`src/logic/dmc_pkg.sv`:
```
// shared constants and types for the dma channel setup and control slice
package dmc_pkg;

   localparam int NCH    = 4;
   localparam int ADDR_W = 26;

   // low address byte of each register; channel n sits at base + 2*n
   localparam logic [7:0] CTL_BASE  = 8'he0;
   localparam logic [7:0] ADRC_BASE = 8'hd0;

   // dma_channel_control fields
   localparam int DONE_BIT  = 7;
   localparam int INIT_BIT  = 2;
   localparam int STRIG_BIT = 1;
   localparam int EN_BIT    = 0;
   localparam logic [7:0] CTL_RST  = 8'h00;

   // dma_addressing_control fields
   localparam int WIDTH_BIT   = 14;
   localparam int SRC_STEP_LO = 6;
   localparam int DST_STEP_LO = 4;
   localparam logic [15:0] ADRC_RST   = 16'h0000;
   localparam logic [15:0] ADRC_WMASK = 16'h40f0;

   typedef enum logic [1:0] {
      DMC_STEP_INC = 2'b00,
      DMC_STEP_DEC = 2'b01,
      DMC_STEP_FIX = 2'b10
   } dmc_step_t;

   typedef struct packed {
      logic [1:0]        chan;
      logic              wide;
      dmc_step_t         src_step;
      dmc_step_t         dst_step;
      logic [ADDR_W-1:0] src_addr;
      logic [ADDR_W-1:0] dst_addr;
   } dmc_req_t;

   typedef struct packed {
      logic       wr;
      logic       rd;
      logic       bit_acc;
      logic [2:0] bit_sel;
      logic [7:0] addr;
      logic [7:0] wdata;
   } dmc_bus_t;

endpackage

```
`src/logic/dmc_channel_ctrl.sv`:
```
// per-channel control and addressing setup for a four-channel dma controller
`timescale 1ns/1ps
module dmc_channel_ctrl
   import dmc_pkg::*;
(
   input  wire logic                         ref_clk,
   input  wire logic                         rst,
   input  wire dmc_bus_t                     bus,
   output logic [7:0]                        bus_rdata,
   output logic                              bus_rack,
   input  wire logic [NCH-1:0]               hw_trig,
   input  wire logic [NCH-1:0]               xfer_last,
   input  wire logic [NCH-1:0][ADDR_W-1:0]   src_addr_in,
   input  wire logic [NCH-1:0][ADDR_W-1:0]   dst_addr_in,
   output dmc_req_t                          req,
   output logic                              req_valid,
   input  wire logic                         req_ready,
   output logic [NCH-1:0]                    chan_enable,
   output logic [NCH-1:0]                    chan_init,
   output logic [NCH-1:0]                    chan_wide
);

   // one-hot channel select for register base + 2*n + off
   function automatic logic [NCH-1:0] chan_hit(input logic [7:0] a,
                                               input logic [7:0] base,
                                               input int off);
      logic [NCH-1:0] h;
      h = '0;
      for (int i = 0; i < NCH; i++)
         h[i] = (a == base + 8'(2 * i + off));
      return h;
   endfunction

   // byte write touches every bit, bit write only the selected one
   function automatic logic wr_hits(input dmc_bus_t b, input int pos);
      return b.wr & (~b.bit_acc | (b.bit_sel == 3'(pos)));
   endfunction

   function automatic logic wr_val(input dmc_bus_t b, input int pos);
      return b.bit_acc ? b.wdata[0] : b.wdata[pos];
   endfunction

   // the prohibited code is treated as a held address so the engine never sees it
   function automatic dmc_step_t step_of(input logic [1:0] code);
      case (code)
         2'b00:   return DMC_STEP_INC;
         2'b01:   return DMC_STEP_DEC;
         default: return DMC_STEP_FIX;
      endcase
   endfunction

   logic [NCH-1:0]       ctl_hit;
   logic [NCH-1:0]       adrc_lo_hit;
   logic [NCH-1:0]       adrc_hi_hit;
   logic [NCH-1:0]       done_q;
   logic [NCH-1:0]       pend_q;
   logic [NCH-1:0]       init_cmd;
   logic [NCH-1:0]       strig_cmd;
   logic [NCH-1:0]       grant;
   logic [NCH-1:0][15:0] adrc_q;
   logic                 buf_ready;
   logic                 push;
   dmc_req_t             push_req;
   logic [7:0]           rd_val;

   assign ctl_hit     = chan_hit(bus.addr, CTL_BASE, 0);
   assign adrc_lo_hit = chan_hit(bus.addr, ADRC_BASE, 0);
   assign adrc_hi_hit = chan_hit(bus.addr, ADRC_BASE, 1);

   genvar n;
   generate
      for (n = 0; n < NCH; n++)
      begin : g_ch
         // write-only command bits: act on a written one, never stored
         assign init_cmd[n]  = ctl_hit[n] & wr_hits(bus, INIT_BIT)
                               & wr_val(bus, INIT_BIT);
         assign strig_cmd[n] = ctl_hit[n] & wr_hits(bus, STRIG_BIT)
                               & wr_val(bus, STRIG_BIT);
         assign chan_wide[n] = adrc_q[n][WIDTH_BIT];

         always_ff @(posedge ref_clk)
         begin
            if (rst)
               chan_enable[n] <= CTL_RST[EN_BIT];
            else if (init_cmd[n])
               chan_enable[n] <= 1'b0;
            else if (ctl_hit[n] && wr_hits(bus, EN_BIT))
               chan_enable[n] <= wr_val(bus, EN_BIT);
         end

         // completion beats a read-clear in the same cycle
         // so a transfer ending during a status poll is never missed
         always_ff @(posedge ref_clk)
         begin
            if (rst)
               done_q[n] <= CTL_RST[DONE_BIT];
            else if (xfer_last[n])
               done_q[n] <= 1'b1;
            else if (init_cmd[n] || (ctl_hit[n] && bus.rd))
               done_q[n] <= 1'b0;
         end

         always_ff @(posedge ref_clk)
         begin
            if (rst)
               chan_init[n] <= 1'b0;
            else
               chan_init[n] <= init_cmd[n];
         end

         // a trigger waits here while the buffer is full, so none is lost
         always_ff @(posedge ref_clk)
         begin
            if (rst || init_cmd[n])
               pend_q[n] <= 1'b0;
            else if (chan_enable[n] && (strig_cmd[n] || hw_trig[n]))
               pend_q[n] <= 1'b1;
            else if (grant[n])
               pend_q[n] <= 1'b0;
         end

         always_ff @(posedge ref_clk)
         begin
            if (rst)
               adrc_q[n] <= ADRC_RST;
            else
            begin
               // step code 11 is kept as written; only the request reads it as fixed
               for (int b = 0; b < 8; b++)
               begin
                  if (adrc_lo_hit[n] && wr_hits(bus, b) && ADRC_WMASK[b])
                     adrc_q[n][b] <= wr_val(bus, b);
                  if (adrc_hi_hit[n] && wr_hits(bus, b) && ADRC_WMASK[b + 8])
                     adrc_q[n][b + 8] <= wr_val(bus, b);
               end
            end
         end
      end
   endgenerate

   // fixed priority, channel 0 highest; one request per cycle
   always_comb
   begin
      grant    = '0;
      push     = 1'b0;
      push_req = '0;
      for (int i = NCH - 1; i >= 0; i--)
      begin
         if (pend_q[i] && chan_enable[i] && buf_ready)
         begin
            grant    = '0;
            grant[i] = 1'b1;
            push     = 1'b1;
            push_req.chan     = 2'(i);
            push_req.wide     = adrc_q[i][WIDTH_BIT];
            push_req.src_step = step_of(adrc_q[i][SRC_STEP_LO +: 2]);
            push_req.dst_step = step_of(adrc_q[i][DST_STEP_LO +: 2]);
            // wide units never start odd; the engine only ever sees
            // the even address, whatever the address registers hold
            push_req.src_addr = src_addr_in[i]
                                & ~ADDR_W'(adrc_q[i][WIDTH_BIT]);
            push_req.dst_addr = dst_addr_in[i]
                                & ~ADDR_W'(adrc_q[i][WIDTH_BIT]);
         end
      end
   end

   // two request flops let a stalled engine lose no trigger
   // and keep req and req_valid straight from flops
   dmc_buf2 u_buf (
      .ref_clk   (ref_clk),
      .rst       (rst),
      .in_data   (push_req),
      .in_valid  (push),
      .in_ready  (buf_ready),
      .out_data  (req),
      .out_valid (req_valid),
      .out_ready (req_ready)
   );

   // read answer one cycle after the strobe
   // every read is answered, mapped or not, so a master never hangs
   always_ff @(posedge ref_clk)
   begin
      if (rst)
         bus_rack <= 1'b0;
      else
         bus_rack <= bus.rd;
   end

   always_ff @(posedge ref_clk)
   begin
      if (rst)
         bus_rdata <= 8'h00;
      else if (bus.rd)
         bus_rdata <= bus.bit_acc ? {7'h00, rd_val[bus.bit_sel]} : rd_val;
   end

   // command bits and 6..3 always read zero; unmapped addresses read 00
   always_comb
   begin
      rd_val = 8'h00;
      for (int i = 0; i < NCH; i++)
      begin
         if (ctl_hit[i])
            rd_val = {done_q[i], 6'h00, chan_enable[i]};
         if (adrc_lo_hit[i])
            rd_val = adrc_q[i][7:0];
         if (adrc_hi_hit[i])
            rd_val = adrc_q[i][15:8];
      end
   end

endmodule

```
`src/logic/dmc_buf2.sv`:
```
// two-entry buffer between the request arbiter and the transfer engine
`timescale 1ns/1ps
module dmc_buf2
   import dmc_pkg::*;
(
   input  wire logic     ref_clk,
   input  wire logic     rst,
   input  wire dmc_req_t in_data,
   input  wire logic     in_valid,
   output logic          in_ready,
   output dmc_req_t      out_data,
   output logic          out_valid,
   input  wire logic     out_ready
);

   dmc_req_t slot1_q;
   logic     v1_q;
   logic     push;
   logic     pop;

   // head slot feeds the output directly so the engine sees flop outputs
   assign in_ready = ~v1_q;
   assign push     = in_valid & ~v1_q;
   assign pop      = out_valid & out_ready;

   always_ff @(posedge ref_clk)
   begin
      if (rst)
      begin
         out_valid <= 1'b0;
         v1_q      <= 1'b0;
      end
      else if (pop)
      begin
         out_valid <= v1_q | push;
         v1_q      <= v1_q & push;
      end
      else if (push)
      begin
         out_valid <= 1'b1;
         v1_q      <= out_valid;
      end
   end

   always_ff @(posedge ref_clk)
   begin
      if (rst)
      begin
         out_data <= '0;
         slot1_q  <= '0;
      end
      else if (pop)
      begin
         out_data <= v1_q ? slot1_q : in_data;
         if (v1_q && push)
            slot1_q <= in_data;
      end
      else if (push)
      begin
         if (out_valid)
            slot1_q <= in_data;
         else
            out_data <= in_data;
      end
   end

endmodule

```
`config.mk`:
```
export PLATFORM = sky130hd
export DESIGN_NAME = dmc_channel_ctrl
export DESIGN_NICKNAME = d
export VERILOG_FILES = /design/src/logic/dmc_pkg.sv /design/src/logic/dmc_channel_ctrl.sv /design/src/logic/dmc_buf2.sv
export SDC_FILE = /design/constraint.sdc
export NUM_CORES = 1
export LEC_CHECK = 0
export BUFFER_PORTS_ARGS = -buffer_cell sky130_fd_sc_hd__buf_2
export CAP_MARGIN = 5
export CELL_PAD_IN_SITES_DETAIL_PLACEMENT = 1
export CELL_PAD_IN_SITES_GLOBAL_PLACEMENT = 1
export CORE_MARGIN = 2
export CORE_UTILIZATION = 35
export CTS_BUF_LIST = sky130_fd_sc_hd__clkbuf_8
export CTS_CLUSTER_DIAMETER = 200
export DETAILED_ROUTE_END_ITERATION = 16
export HOLD_SLACK_MARGIN = 0.02
export PLACE_DENSITY = 0.81
export SYNTH_ARGS = -nofsm -noshare
export SYNTH_HDL_FRONTEND = slang
export SYNTH_SLANG_ARGS = --single-unit
```
`constraint.sdc`:
```
create_clock -name ref_clk -period 2.1 [get_ports ref_clk]
set_clock_uncertainty 0.2 [all_clocks]
set_input_delay 0.42 -clock ref_clk [delete_from_list [all_inputs] [get_ports ref_clk]]
set_output_delay 0.42 -clock ref_clk [all_outputs]
set_load 0.02 [all_outputs]
```
==> metrics.md <==
| Metric | Value |
|---|---|
| Peak supply drop | between 0.2 and 0.3 mV |
| Final Critical Period | about 2.1 ns |
| Total gr overflow | 0 |
| Internal power | 0.004697 W |
| Number of global-route vias before repair | just over 9000 |
| DRC | 0 |
| RD Place Congestion | just over 0.9 |
| First-pass GRT wire length | about 48 mm |
| H-Tree Depth | 4 |
| RSZ-0062 raised after global routing | true |
| P_sw | ~0.0015 W |
| Status | finished clean |
| Synth-to-layout area growth | 36.25% |
| Vias per cell | roughly 5.5 |
| DIE WIDTH | 157.8 um |
| Total power | roughly 0.0062 W |
| Yosys cell types | between 60 and 70 |
| CTS clk-pin slew, worst paths | 0.10 ns |
| P_leak | between 4 and 5 nW |
| 1st-iter DRT viols | about 530 |
| Combinational Power Share | 0.080 |
| Ys flop type | dfxtp_1 |
| Overall Global Routing Usage | 0.2420 |
| Core ar. | ~23000 um2 |
| Number of synthesized flops with an enable pin | 0 |
| PD cells | approximately 550 nW/um2 |
| Mean area per synthesized cell | about 7.8 um2 |
| Final Non-Filler Cells | 1711 |
| Pin count of the biggest net entering global routing | just under 90 |
| Clock Tree Root | clkbuf_8 |
| Pins Over Slew Limit | 0 |
| Die ar. | between 20000 and 25000 um2 |
| Post-synthesis register bit count | 162 |
| Register area share after synthesis | 0.3917 |
| DR vias | 9410 |
| Clock Sinks | ~160 |
| Pre-antenna DRT Iters | 5 |
| Dpl cell area | 10530 um2 |
| Crit Path Max Fanout | 26 |
| Final Setup Violations | 0 |
| Setup ws final | 0.03785 ns |
| Design Area, Final | 11280 um2 |
| Final WL | 32.37 mm |
| Crit path DAT | 2.19 ns |
| CTS tree | done |
| Setup crit start kind | flip-flop |
| CTS Buf Count | 17 |
| Reg power frac | 0.495 |
| Row cnt | 56 |
| Max Cap Violations | 0 |
| Syn. warnings | 0 |
| Initial antenna violation count | 2 |
| Clock group share of total power | 0.424 |
| I/O pin cnt | 322 |
| CTS max path bufs | 2 |
| F_max | approximately 0.48 GHz |
| Worst Setup End Kind | flip-flop |
| Syn Inst Count | around 1100 |
| Layout cell share with drive strength beyond 1 | 0.3439 |
| CP Class | reg -> reg |
| Inst Count DP | approximately 1700 |
| Period utilization | 0.9820 |
| Fin nets | around 1600 |
| Worst skew pair latency | roughly 0.45 ns |
| Crit path required time | 2.23 ns |
| Post-synth ARST share | 0 |
| Hpwl dp | between 20 and 25 mm |
| Antenna-violating nets left | 0 |
| Sw Ratio | 0.2454 |
| Worst slack, placed | -0.03958 ns |
| Die Height | between 150 and 200 um |
| WL per Instance | roughly 19 um |
| Buffers on Ports | 317 |
| Synthesized area | between 8000 and 9000 um2 |
| Path category of the worst min-delay check | in -> reg |
| Final hold viol count | 0 |
| Starting Density | 0.3548 |
-- critical path: stages, from the launching register on --
cell and delay (ns):
dfxtp_1 0.38, nand2_4 0.07, nor3b_4 0.17, buf_6 0.13, buf_12 0.15, a221oi_1 0.40
nor3_1 0.09, a21oi_1 0.22, a311oi_1 0.13
-- layer usage --
layer	track usage	vias to the layer above	routed length [um]
li1	-	4531	-
met1	0.2846	4583	13370
met2	0.4424	266	16790
met3	0.04982	30	1768
met4	0.06797	0	448
met5	0	-	0
-- state kept, by name (all words and copies together) (netlist names), 4 cells and up --
signal	count
chan_enable	4
bus_rdata	5
chan_init	4
adrc_q	16
u_buf.out_data	59
chan_wide	4
u_buf.slot1_q	59
done_q	4
pend_q	4
-- cell families (layout without fill, tap and decap cells) --
logic type	Yosys count	after routing	synth area share
flip-flops	162	162	0.3917
other	1	5	0.0004529
AO/OA/AOI/OAI	323	324	0.2808
buffers and inverters	111	442	0.07088
multiplexers	6	6	0.008765
AND/OR/NAND/NOR	453	453	0.2474
-- stage by stage --
stage          setup TNS (ns)    util  hold WS, ns
2_1_floorplan               0       -       0.2460
3_3_place_gp        -0.005692  0.4512       0.2563
3_5_place_dp          -0.1066  0.4512       0.2539
4_1_cts                     0  0.4739      0.08876
5_1_grt               -0.6363  0.4835      0.09717
6_report                    0  0.4835       0.1353
-- power by group through the flow --
stage                     clock network (W)  logic [W]  registers, W
after floorplan                           0   0.000155       0.00316
after global placement                    0   0.000469       0.00315
after detailed placement                  0   0.000482       0.00315
after CTS                           0.00271   0.000492       0.00308
after global routing                0.00286   0.000542       0.00308
final                               0.00264   0.000500       0.00308
-- area by class of cell --
| class | instances | area [um2] |
|---|---|---|
| diodes | 2 | 5.005 |
| clock buffers | 18 | 247.7 |
| clock inverters | 14 | 217.7 |
| fillers | 2906 | 12050 |
| inverters | 9 | 33.78 |
| multi-input cells | 786 | 4608 |
| flip-flops and latches | 162 | 3247 |
| well taps | 319 | 399.1 |
| repair buffers | 401 | 2522 |
-- repair_timing --
action,CTS,global route
cloned,0,4
setup endpoints to repair,6,102
resized for setup,2,35
pin swaps,0,16
hold buffers,5,0
hold endpoints to repair,5,0
setup buffers,1,1
-- path summary, 6_finish.rpt --
path | from | cells after the start | slack, ns | to
hold / removal | rst | 2 | 0.14 | done_q[0]$_SDFFE_PP0P_
setup reg to reg | chan_enable[2]$_SDFFE_PP0P_ | 8 | 0.04 | u_buf.out_data[2]$_SDFFE_PP0P_
setup / recovery | chan_enable[2]$_SDFFE_PP0P_ | 8 | 0.04 | u_buf.out_data[2]$_SDFFE_PP0P_
hold reg to reg | bus_rdata[4]$_SDFFE_PP0P_ | 2 | 0.27 | bus_rdata[4]$_SDFFE_PP0P_
-- layout by cell type, fill, tap and decap left out, types with 11 or more instances in the layout --
cell type  count
o21ai_0       22
dfxtp_1      159
buf_2        316
nand3_1       13
clkbuf_8      19
buf_4         54
nand2b_1      11
a21oi_1       81
a311oi_1      57
nand2_1       86
nor2_1       217
a221oi_1      54
nor3_1        80
buf_12        17
a211oi_1      57
-- synthesized netlist by cell type (5+ instances only) --
master | number | area (um2)
o21ai_0 | 23 | 115.1
a221oi_1 | 58 | 508.0
a31oi_1 | 6 | 37.54
nor3_1 | 82 | 410.4
nor2b_1 | 7 | 43.79
dfxtp_1 | 162 | 3243
a21oi_1 | 89 | 445.4
a311oi_1 | 59 | 516.8
nand3b_1 | 8 | 60.06
buf_2 | 37 | 185.2
nand2_1 | 87 | 326.6
nand3_1 | 13 | 65.06
clkbuf_1 | 36 | 135.1
buf_4 | 21 | 157.7
a211oi_1 | 62 | 465.5
nor2_1 | 218 | 818.3
buf_6 | 6 | 67.56
inv_1 | 9 | 33.78
mux2i_1 | 5 | 50.05
nand2b_1 | 12 | 75.07
(Power assumes the default switching activity.)
